==> config.mk <==
export PLATFORM = sky130hd
export DESIGN_NAME = mrc_reset_control
export DESIGN_NICKNAME = d
export VERILOG_FILES = /design/src/verilog/mrc_pkg.sv /design/src/verilog/mrc_evt_if.sv /design/src/verilog/mrc_lvr_filter.sv /design/src/verilog/mrc_code_check.sv /design/src/verilog/mrc_reset_control.sv
export SDC_FILE = /design/constraint.sdc
export NUM_CORES = 1
export LEC_CHECK = 0
export BUFFER_PORTS_ARGS = -buffer_cell sky130_fd_sc_hd__buf_2
export CAP_MARGIN = 25
export CORE_MARGIN = 4
export CORE_UTILIZATION = 45
export CTS_CLUSTER_DIAMETER = 120
export DETAILED_ROUTE_END_ITERATION = 6
export PLACE_DENSITY = 0.82
export SLEW_MARGIN = 10
export SYNTH_ARGS = -nofsm -noshare
export SYNTH_HDL_FRONTEND = slang
export SYNTH_SLANG_ARGS = --single-unit
export TNS_END_PERCENT = 50
==> constraint.sdc <==
create_clock -name hclk -period 1.95 [get_ports hclk]
set_clock_uncertainty 0.15 [all_clocks]
set_input_delay 0.195 -clock hclk [delete_from_list [all_inputs] [get_ports hclk]]
set_output_delay 0.195 -clock hclk [all_outputs]
set_load 0.1 [all_outputs]
==> src/verilog/mrc_pkg.sv <==
// mrc_pkg: register map, field positions, reset values and timing of the reset controller
package mrc_pkg;

	// register byte offsets on the bus
	localparam logic [7:0] OFS_THRESH = 8'h00;
	localparam logic [7:0] OFS_CTRL = 8'h04;
	localparam logic [7:0] OFS_STATUS = 8'h08;

	// reset_cause_control field positions
	localparam int CTRL_IDLE_BIT = 7;
	localparam int CTRL_LVR_BIT = 2;
	localparam int CTRL_THR_BIT = 1;
	localparam int CTRL_WDC_BIT = 0;

	// status field positions
	localparam int STAT_TO_BIT = 0;
	localparam int STAT_PDF_BIT = 1;

	// supply_threshold_select codes and reset value
	localparam logic [7:0] THR_CODE_A = 8'h55;
	localparam logic [7:0] THR_CODE_B = 8'h33;
	localparam logic [7:0] THR_CODE_C = 8'h99;
	localparam logic [7:0] THR_CODE_D = 8'hAA;
	localparam logic [7:0] THR_POR = 8'h55;
	localparam logic [2:0] FLAGS_POR = 3'h0;

	// watchdog enable field codes
	localparam logic [4:0] WDT_CODE_OFF = 5'h15;
	localparam logic [4:0] WDT_CODE_ON = 5'h0A;

	// port, direction and analog select values loaded by a full reset
	localparam logic [7:0] PORT_POR = 8'hFF;
	localparam logic [7:0] ANALOG_POR = 8'hFF;

	// timing: clock period and the two documented delays in ns
	localparam int unsigned CLK_NS = 20;
	localparam int unsigned LVR_QUAL_NS = 1000;
	localparam int unsigned SRESET_NS = 1000;
	localparam int unsigned LVR_QUAL_CYC = (LVR_QUAL_NS + CLK_NS - 1) / CLK_NS;
	localparam int unsigned SRESET_CYC = (SRESET_NS + CLK_NS - 1) / CLK_NS;
	localparam int CNT_W = 16;

endpackage : mrc_pkg

==> src/verilog/mrc_evt_if.sv <==
// mrc_evt_if: one-cycle reset request from a qualifier to the combiner
`timescale 1ns/1ps
interface mrc_evt_if;
	logic req;
	modport src (output req);
	modport dst (input req);
endinterface : mrc_evt_if

==> src/verilog/mrc_lvr_filter.sv <==
// mrc_lvr_filter: qualifies the synchronised low-supply level into one reset request
`timescale 1ns/1ps
module mrc_lvr_filter #(
	parameter int unsigned QUAL_CYC = mrc_pkg::LVR_QUAL_CYC,
	parameter int CW = mrc_pkg::CNT_W
) (
	// clock and reset
	input wire logic clk,
	input wire logic rst_n,
	// supply monitor level, already synchronised, and power mode
	input wire logic low_s,
	input wire logic doze,
	// request out
	mrc_evt_if.src ev
);
	import mrc_pkg::*;

	logic [CW-1:0] cnt_q;
	logic fired_q;
	wire active = low_s && !doze; // RQ9
	wire at_limit = (cnt_q == CW'(QUAL_CYC));

	// one request per low episode; fired_q blocks repeats until supply recovers
	assign ev.req = active && at_limit && !fired_q; // RQ3

	always_ff @(posedge clk or negedge rst_n) begin
		if (!rst_n) begin
			cnt_q <= '0;
			fired_q <= 1'b0;
		end else begin
			cnt_q <= !active ? '0 : (at_limit ? cnt_q : cnt_q + 1'b1); // RQ3
			fired_q <= low_s && (fired_q || ev.req);
		end
	end
endmodule : mrc_lvr_filter

==> src/verilog/mrc_code_check.sv <==
// mrc_code_check: raises a reset request after a code has stayed invalid for the delay
`timescale 1ns/1ps
module mrc_code_check #(
	parameter int unsigned DLY_CYC = mrc_pkg::SRESET_CYC,
	parameter int CW = mrc_pkg::CNT_W
) (
	// clock and reset
	input wire logic clk,
	input wire logic rst_n,
	// code validity from the register that is watched
	input wire logic code_ok,
	// request out
	mrc_evt_if.src ev
);
	import mrc_pkg::*;

	logic [CW-1:0] cnt_q;
	wire expired = (cnt_q == CW'(DLY_CYC - 1));

	assign ev.req = !code_ok && expired; // RQ6 RQ20

	// the count restarts after each request, so a code left bad fires again
	always_ff @(posedge clk or negedge rst_n) begin
		if (!rst_n) begin
			cnt_q <= '0;
		end else begin
			cnt_q <= (code_ok || expired) ? '0 : cnt_q + 1'b1;
		end
	end
endmodule : mrc_code_check

==> src/verilog/mrc_reset_control.sv <==
// mrc_reset_control: reset combiner, cause flags and register slave of the reset controller
//
// Our own choices: the register offsets and the AHB-Lite register port.
`timescale 1ns/1ps
// How it works
// RQ1 - every reset clears the program counter
// RQ2 - full reset loads ports and directions all ones
// RQ3 - low supply must outlast qualification time
// RQ4 - qualified low supply sets its cause flag
// RQ5 - four threshold codes valid, powers up 0x55
// RQ6 - bad threshold code resets after delay, restores
// RQ7 - bad threshold code sets its cause flag
// RQ8 - low-supply reset keeps the threshold register
// RQ9 - low-supply reset disabled in sleep or idle
// RQ10 - cause flags clear only by software zero
// RQ11 - control bits six to three read zero
// RQ12 - running watchdog expiry: full reset, expiry flag
// RQ13 - dozing watchdog expiry clears only PC, SP
// RQ14 - expiry and power-down flags follow the source
// RQ15 - full reset disables all interrupts
// RQ16 - full reset clears watchdog and time bases
// RQ17 - full reset switches the timers off
// RQ18 - pins become inputs, analog pins converter inputs
// RQ19 - full reset points stack to its top
// RQ20 - bad watchdog code resets, sets its flag
// RQ21 - sources merge into one-cycle synchronous reset
module mrc_reset_control #(
	parameter int unsigned QUAL_CYC = mrc_pkg::LVR_QUAL_CYC,
	parameter int unsigned DLY_CYC = mrc_pkg::SRESET_CYC
) (
	// clock and power-on reset
	input wire logic hclk,
	input wire logic hresetn,
	// AHB-Lite slave
	input wire logic hsel,
	input wire logic [31:0] haddr,
	input wire logic [1:0] htrans,
	input wire logic hwrite,
	input wire logic [2:0] hsize,
	input wire logic [31:0] hwdata,
	input wire logic hready,
	output logic [31:0] hrdata,
	output logic hreadyout,
	output logic hresp,
	// supply monitor
	input wire logic low_supply,
	output logic [1:0] thr_level_sel,
	// watchdog
	input wire logic wdt_expiry,
	input wire logic [4:0] wdt_enable_code,
	output logic wdt_clear,
	// processor core and power mode
	input wire logic doze_mode,
	input wire logic halt_enter,
	output logic full_rst,
	output logic pc_clear,
	output logic sp_top_set,
	output logic sp_clear,
	output logic intr_disable,
	output logic idle_sysclk_keep,
	// peripherals
	output logic timer_off,
	output logic port_load,
	output logic [7:0] port_data_init,
	output logic [7:0] port_dir_init,
	output logic [7:0] analog_pin_sel
);
	import mrc_pkg::*;

	// supply pin synchroniser; only the second stage is read
	logic low_m_q;
	logic low_s_q;

	// bus data phase
	logic dp_wr_q;
	logic dp_rd_q;
	logic [7:0] dp_addr_q;

	// registers and reset outputs
	logic [7:0] thr_q;
	logic [7:0] thr_d;
	logic [2:0] flags_q;
	logic [2:0] flags_d;
	logic idle_q;
	logic idle_d;
	logic to_q;
	logic to_d;
	logic pdf_q;
	logic pdf_d;
	logic full_rst_q;
	logic psc_q;

	mrc_evt_if lvr_ev ();
	mrc_evt_if thr_ev ();
	mrc_evt_if wdc_ev ();

	always_ff @(posedge hclk or negedge hresetn) begin
		if (!hresetn) begin
			low_m_q <= 1'b0;
			low_s_q <= 1'b0;
		end else begin
			low_m_q <= low_supply;
			low_s_q <= low_m_q;
		end
	end

	// threshold code decode
	wire is_a = (thr_q == THR_CODE_A);
	wire is_b = (thr_q == THR_CODE_B);
	wire is_c = (thr_q == THR_CODE_C);
	wire is_d = (thr_q == THR_CODE_D);
	wire thr_ok = is_a || is_b || is_c || is_d; // RQ5
	wire wdc_ok = (wdt_enable_code == WDT_CODE_ON) || (wdt_enable_code == WDT_CODE_OFF);

	// the monitor level is meaningless for a bad code; it then holds the lowest choice
	assign thr_level_sel = is_b ? 2'h1 : (is_c ? 2'h2 : (is_d ? 2'h3 : 2'h0)); // RQ5

	mrc_lvr_filter #(
		.QUAL_CYC(QUAL_CYC),
		.CW(CNT_W)
	) u_lvr (
		.clk(hclk),
		.rst_n(hresetn),
		.low_s(low_s_q),
		.doze(doze_mode),
		.ev(lvr_ev.src)
	);

	mrc_code_check #(
		.DLY_CYC(DLY_CYC),
		.CW(CNT_W)
	) u_thr_chk (
		.clk(hclk),
		.rst_n(hresetn),
		.code_ok(thr_ok),
		.ev(thr_ev.src)
	);

	mrc_code_check #(
		.DLY_CYC(DLY_CYC),
		.CW(CNT_W)
	) u_wdc_chk (
		.clk(hclk),
		.rst_n(hresetn),
		.code_ok(wdc_ok),
		.ev(wdc_ev.src)
	);

	// reset source combination
	wire wdt_run = wdt_expiry && !doze_mode; // RQ12
	wire wdt_doze = wdt_expiry && doze_mode; // RQ13
	wire full_req = lvr_ev.req || thr_ev.req || wdc_ev.req || wdt_run; // RQ21
	wire thr_restore = thr_ev.req || wdc_ev.req || wdt_run; // RQ6 RQ8

	// bus decode
	wire bus_acc = hsel && hready && htrans[1];
	wire wr_thr = dp_wr_q && (dp_addr_q == OFS_THRESH);
	wire wr_ctrl = dp_wr_q && (dp_addr_q == OFS_CTRL);
	wire [7:0] ctrl_rd = {idle_q, 4'h0, flags_q}; // RQ11
	wire [7:0] stat_rd = {6'h00, pdf_q, to_q};
	wire [7:0] rd_byte = (dp_addr_q == OFS_THRESH) ? thr_q :
		(dp_addr_q == OFS_CTRL) ? ctrl_rd :
		(dp_addr_q == OFS_STATUS) ? stat_rd : 8'h00;

	assign hrdata = dp_rd_q ? {24'h000000, rd_byte} : 32'h00000000;
	assign hreadyout = 1'b1;
	assign hresp = 1'b0;

	// next values; a hardware event wins over a software write in the same cycle
	assign thr_d = thr_restore ? THR_POR : (wr_thr ? hwdata[7:0] : thr_q); // RQ6 RQ8
	// flags: hardware only sets, a written zero clears, a written one keeps
	assign flags_d = {lvr_ev.req, thr_ev.req, wdc_ev.req} |
		(flags_q & ~({3{wr_ctrl}} & ~hwdata[2:0])); // RQ4 RQ7 RQ10 RQ20
	assign idle_d = full_req ? 1'b0 : (wr_ctrl ? hwdata[CTRL_IDLE_BIT] : idle_q);
	assign to_d = to_q || wdt_expiry; // RQ12 RQ14
	assign pdf_d = pdf_q || wdt_doze || halt_enter; // RQ14

	always_ff @(posedge hclk or negedge hresetn) begin
		if (!hresetn) begin
			dp_wr_q <= 1'b0;
			dp_rd_q <= 1'b0;
			dp_addr_q <= 8'h00;
		end else begin
			dp_wr_q <= bus_acc && hwrite;
			dp_rd_q <= bus_acc && !hwrite;
			dp_addr_q <= bus_acc ? haddr[7:0] : dp_addr_q;
		end
	end

	always_ff @(posedge hclk or negedge hresetn) begin
		if (!hresetn) begin
			thr_q <= THR_POR; // RQ5
			flags_q <= FLAGS_POR;
			idle_q <= 1'b0;
		end else begin
			thr_q <= thr_d;
			flags_q <= flags_d;
			idle_q <= idle_d;
		end
	end

	// power-on clears both status flags; a low-supply reset leaves them alone
	always_ff @(posedge hclk or negedge hresetn) begin
		if (!hresetn) begin
			to_q <= 1'b0; // RQ14
			pdf_q <= 1'b0; // RQ14
		end else begin
			to_q <= to_d;
			pdf_q <= pdf_d;
		end
	end

	// full_rst_q is high through power-on reset and one cycle per later request
	always_ff @(posedge hclk or negedge hresetn) begin
		if (!hresetn) begin
			full_rst_q <= 1'b1; // RQ21
			psc_q <= 1'b0;
		end else begin
			full_rst_q <= full_req; // RQ21
			psc_q <= wdt_doze && !full_req; // RQ13
		end
	end

	// core and peripheral reset fan-out
	assign full_rst = full_rst_q;
	assign pc_clear = full_rst_q || psc_q; // RQ1 RQ13
	assign sp_top_set = full_rst_q; // RQ19
	assign sp_clear = psc_q; // RQ13
	assign intr_disable = full_rst_q; // RQ15
	// the watchdog and time bases count again from the first cycle after reset
	assign wdt_clear = full_rst_q; // RQ16
	assign timer_off = full_rst_q; // RQ17
	assign port_load = full_rst_q; // RQ2 RQ18
	assign port_data_init = PORT_POR; // RQ2
	assign port_dir_init = PORT_POR; // RQ2 RQ18
	assign analog_pin_sel = ANALOG_POR; // RQ18
	assign idle_sysclk_keep = idle_q;
endmodule : mrc_reset_control

Yosys cells after proc, flatten, opt, wreduce, memory -nomap -nowiden
Cells that the tools add are included.
{"block": "totals", "register_bits": 77, "latchBits": 0, "mem_bits_rw": 0, "mem_bits_ro": 0, "in_bits": 83, "output_inout_bits": 69, "mem_count": 0}
{"block": "op_classes", "add_sub_neg": 3, "multipliers": 0, "n_div": 0, "magnitude_cmp": 0, "n_eq_ne": 12, "shift": 0, "muxes": 15, "bitwise": 5, "n_reduce_logical": 40}
{"cell": "two-way mux 16 bit", "count": 4}
{"cell": "adder 16 x 1 -> 16 bit, second input constant", "count": 3}
{"cell": "== test 16 x 6 -> 1 bit, second input constant", "count": 3}
{"cell": "two-way mux 8 bit", "count": 5}
{"cell": "== test 8 bit, second input constant", "count": 2}
{"cell": "logical OR 1 bit", "count": 16}
{"cell": "logical AND 1 bit", "count": 15}
{"cell": "== test 8 x 3 -> 1 bit, second input constant", "count": 1}
{"cell": "== test 8 x 4 -> 1 bit, second input constant", "count": 1}
{"cell": "== test 8 x 6 -> 1 bit, second input constant", "count": 1}
{"cell": "== test 8 x 7 -> 1 bit, second input constant", "count": 1}
{"cell": "logical NOT 8 bit", "count": 1}
{"cell": "two-way mux 2 bit", "count": 4}
{"cell": "bitwise AND 3 bit", "count": 2}
{"cell": "logical NOT 1 bit", "count": 6}
{"cell": "NOT 3 bit", "count": 2}
{"cell": "== test 5 x 4 -> 1 bit, second input constant", "count": 1}
{"cell": "== test 5 bit, second input constant", "count": 1}
{"cell": "nonzero test 2 bit", "count": 2}
{"cell": "bitwise OR 3 bit", "count": 1}
{"cell": "two-way mux 1 bit", "count": 2}
{"cell": "!= test 2 bit, second input constant", "count": 1}

Depth between registers and ports, before layout
{"block": "depth", "ltp_word": 11, "depth_mapped": 8}

Hierarchy
From an unflattened synthesis, not the netlist that was laid out.
{"block": "hier_totals", "hier_cells": 456, "hier_area_um2": 4603.2}
{"module": "mrc_reset_control", "instances": 1, "cells_each": 191, "area_each_um2": 1898.1}
{"module": "mrc_code_check", "instances": 2, "cells_each": 85, "area_each_um2": 907.1}
{"module": "mrc_lvr_filter", "instances": 1, "cells_each": 95, "area_each_um2": 890.9}

Worst setup path before layout
OpenSTA, ideal clock, no wires.
{"block": "synth_path", "path_kind": "register -> output", "start": "register idle_q, in the netlist idle_sysclk_keep", "end": "output port hrdata[7]", "arrival_ns": 3.142, "required_time_ns": 1.605, "setup_slack_ns": -1.537, "stages_incl_launch_ff": 3, "path_cell_list": "dfrtp_1 mux2i_1 nor3_1"}
{"block": "synth_via", "elab_chain_len": 3}
{"item": "start, declared", "line_no": "mrc_reset_control.sv:84", "rtl": "logic idle_q;"}
{"item": "start signal, assigned", "line_no": "mrc_reset_control.sv:198", "rtl": "idle_q <= idle_d;"}
{"item": "two-way mux 8 bit", "line_no": "mrc_reset_control.sv:162", "rtl": "(dp_addr_q == OFS_CTRL) ? ctrl_rd :"}
{"item": "two-way mux 8 bit", "line_no": "mrc_reset_control.sv:161", "rtl": "wire [7:0] rd_byte = (dp_addr_q == OFS_THRESH) ? thr_q :"}
{"item": "two-way mux 8 bit", "line_no": "mrc_reset_control.sv:165", "rtl": "assign hrdata = dp_rd_q ? {24'h000000, rd_byte} : 32'h00000000;"}
{"item": "end, declared", "line_no": "mrc_reset_control.sv:42", "rtl": "output logic [31:0] hrdata,"}
Every way passes these cells.

Worst setup path in the final report
{"block": "layout_path", "start": "register dp_addr_q[1]", "end": "output port hrdata[3]"}
{"block": "layout_via", "elab_chain_len": 3}
{"item": "start, declared", "line_no": "mrc_reset_control.sv:77", "rtl": "logic [7:0] dp_addr_q;"}
{"item": "start signal, assigned", "line_no": "mrc_reset_control.sv:186", "rtl": "dp_addr_q <= bus_acc ? haddr[7:0] : dp_addr_q;"}
{"item": "logical NOT 8 bit", "line_no": "mrc_reset_control.sv:161"}
{"item": "two-way mux 8 bit", "line_no": "mrc_reset_control.sv:161"}
{"item": "two-way mux 8 bit", "line_no": "mrc_reset_control.sv:165"}
Every way passes these cells.

==> run metrics <==
Hold Crit Class in -> reg; top-area cell type share of the netlist area 0.427; adder-cell share of the synthesized area 0.0178; vias in the first global route 3204; commonest non-fill, non-tap cell in the layout dfrtp_1; Worst Min Path Start hwdata[5]; GRT Util Overall 0.170; post-synthesis simple-gate area fraction 0.236; Slew @ Worst Pin 461 ps; RSZ-0062 raised after global routing true; met3 WL post-DR 530 µm; drt pass-1 iters 4; P_leak 0.00231 µW; status finished with violations; Max Used Layer met4; Place WS 32.2 ps; global placement routability congestion 0.846; sequential area share after synthesis 0.459; post-synthesis mux area share 0.0546; met2 wire len 4620 µm; FFs w/ async S/R, synth 1.00; clk_lat worst skew 350 ps; main combinational cell family by area after synthesis simple AND/OR/NAND/NOR gates; Synth area leaders dfrtp_1 (43%), buf_4 (9.8%), xnor2_1 (7.1%), nor2_1 (5.3%), mux2i_1 (3.3%); Setup CP Type reg -> out; Die Ht 105 µm; RR Endpoint idle_sysclk_keep; H-tree depth 3; Max-Cap Viols 0; CTS Buf Count 9; EDFF count, synth 0; Worst-path clk slew 80 ps; # DRC 0; Diodes inserted 0; Cells after Synth 427; area of the core 0.00920 mm²; Critical Path Fanout Max 4; Avg Cell Area, Syn 9.87 µm²; I/O Pins 152; Final Non-Filler Cells 632; Synth Cell Area 0.00422 mm²; failing checks setup timing; Clk Tree Root Cell clkbuf_8; Hold Vio Cnt, Final 0; ys flop type dfrtp_1; final setup fails 10; layout cells sized above 1 0.246; PnR worst setup slack -211 ps; Vias/cell 5.25; Initial DRC Count 183; crit share post-route 1.11; post-DP HPWL 6460 µm; pwr dens 769 mW/mm²; fmax 463 MHz; Tot Pwr 3990 µW; CTS tree done; Worst R2R Start thr_q[1]; post-synthesis compound-gate area fraction 0.0350; # clock sinks 77; die area 0.0110 mm²; chip width 105 µm; fin. max-slew vios 0; initial antenna violation count 0; wire length on met1 3840 µm; total grt overflow 0; cell row count 35; nets 605; clock tree buffer depth 2; CP Capture Type output pin; drt wl/cell 14.6 µm; placed insts 590; final core occ 0.564; FF+latch count, synth 77; Routed Antenna Nets 0; Worst R2R Path Depth 5; Worst EP arrival 1820 ps; synth warn 0; final WL 9220 µm; Worst Hold Endpoint thr_q[5]; global-route wire length before repair 15200 µm; number of distinct library cells after synthesis 45; vias 3318; Tmin final 2160 ps; hold slack 17.6 ps; P&R area growth vs syn 23.1%; Slew headroom 0.684; commonest non-fill, non-tap cells in the layout dfrtp_1 (71), nor2_1 (58), conb_1 (50); largest net degree at the start of global routing 38; Initial Util 0.458; R2R setup slack 80 ps; maximum VDD drop 0.000558 V; # fillers 738; IO Port Bufs 49; CP Launch Type register; xor-xnor portion of the synthesized cell area 0.0769; leading area contributor after synthesis dfrtp_1; Worst Hold Path Cells 3; Worst Path Required 1600 ps
-- report_power, final --
| group | internal [µW] | leakage (µW) | switching (µW) | total [µW] |
|---|---|---|---|---|
| logic | 236 | 0.00121 | 728 | 964 |
| registers | 1710 | 0.00101 | 137 | 1850 |
| clock network | 589 | 0.0000923 | 589 | 1180 |
| total | 2540 | 0.00231 | 1450 | 3990 |
-- Yosys cell counts (8+ instances only) --
cell type   n
mux2_2      8
inv_1      16
mux2i_1    14
nor3_1     20
nand4_1    12
xnor2_1    34
dfrtp_1    72
a21oi_1     9
nor2_1     60
nor4_1     15
nand2_1    13
nand3_1    20
buf_4      55
-- worst max-delay path, stage by stage (launching register included) --
cell and delay (ps):
dfrtp_1 410, nor4_4 260, buf_4 180, and4b_2 290, and2_4 170, buf_12 160
-- cell families (layout without fill, tap and decap cells) --
logic type	Yosys count	count (layout)
and+or+nand+nor	181	181
buffers and inverters	78	124
DFF	77	77
xor gates and xnor gates	37	37
AOI/OAI and AO/OA	24	24
muxes	22	22
adders and majority gates	6	6
other	2	50
-- worst max path at each step --
stage / from / endpoint / slack (ps) / cells past startpoint
2_1_floorplan: idle_sysclk_keep / hrdata[7] / -360 / 2
5_1_grt: dp_addr_q[1] / hrdata[4] / -280 / 5
3_5_place_dp: u_wdc_chk.cnt_q[0] / thr_q[0] / 30 / 5
3_3_place_gp: dp_addr_q[1] / hrdata[7] / 110 / 4
6_report: dp_addr_q[1] / hrdata[3] / -210 / 5
4_1_cts: dp_addr_q[4] / hrdata[3] / -240 / 5
-- per-layer routing --
metal | up-vias | global-route usage
met5 | - | 0
met4 | 0 | 0.0665
met3 | 21 | 0.0364
met2 | 134 | 0.291
met1 | 1618 | 0.209
li1 | 1545 | -
-- per-stage QoR --
step / TNS [ps] / area (µm²)
floorplan: -1070 / 4460
global placement: 0 / 4700
detailed placement: 0 / 4700
CTS: -1460 / 5110
global route: -2500 / 5190
finish: -1370 / 5190
-- registers in the layout, indices dropped and copies added (netlist names), 3 cells and up --
register	flops
u_lvr.cnt_q	16
thr_q	8
flags_q	3
u_thr_chk.cnt_q	16
dp_addr_q	8
u_wdc_chk.cnt_q	16
-- timing repair --
item / 4_1_cts / 5_1_grt
pin swaps: 9 / 7
endpoints found under the hold margin: 53 / 0
resized for setup: 7 / 8
setup buffers: 1 / 6
setup endpoints to repair: 10 / 31
hold buffers: 19 / 0
-- final cells by class --
class                           instances  area, µm²  share of cell area
Timing Repair Buffer                   92        788               0.152
Tap cell                              111        139              0.0268
Clock inverter                          6       63.8              0.0123
Clock buffer                           10        128              0.0246
Inverter                               16       60.1              0.0116
Multi-Input combinational cell        320       2080               0.400
Sequential cell                        77       1930               0.373
No activity file was read; power rests on OpenSTA's default activity.
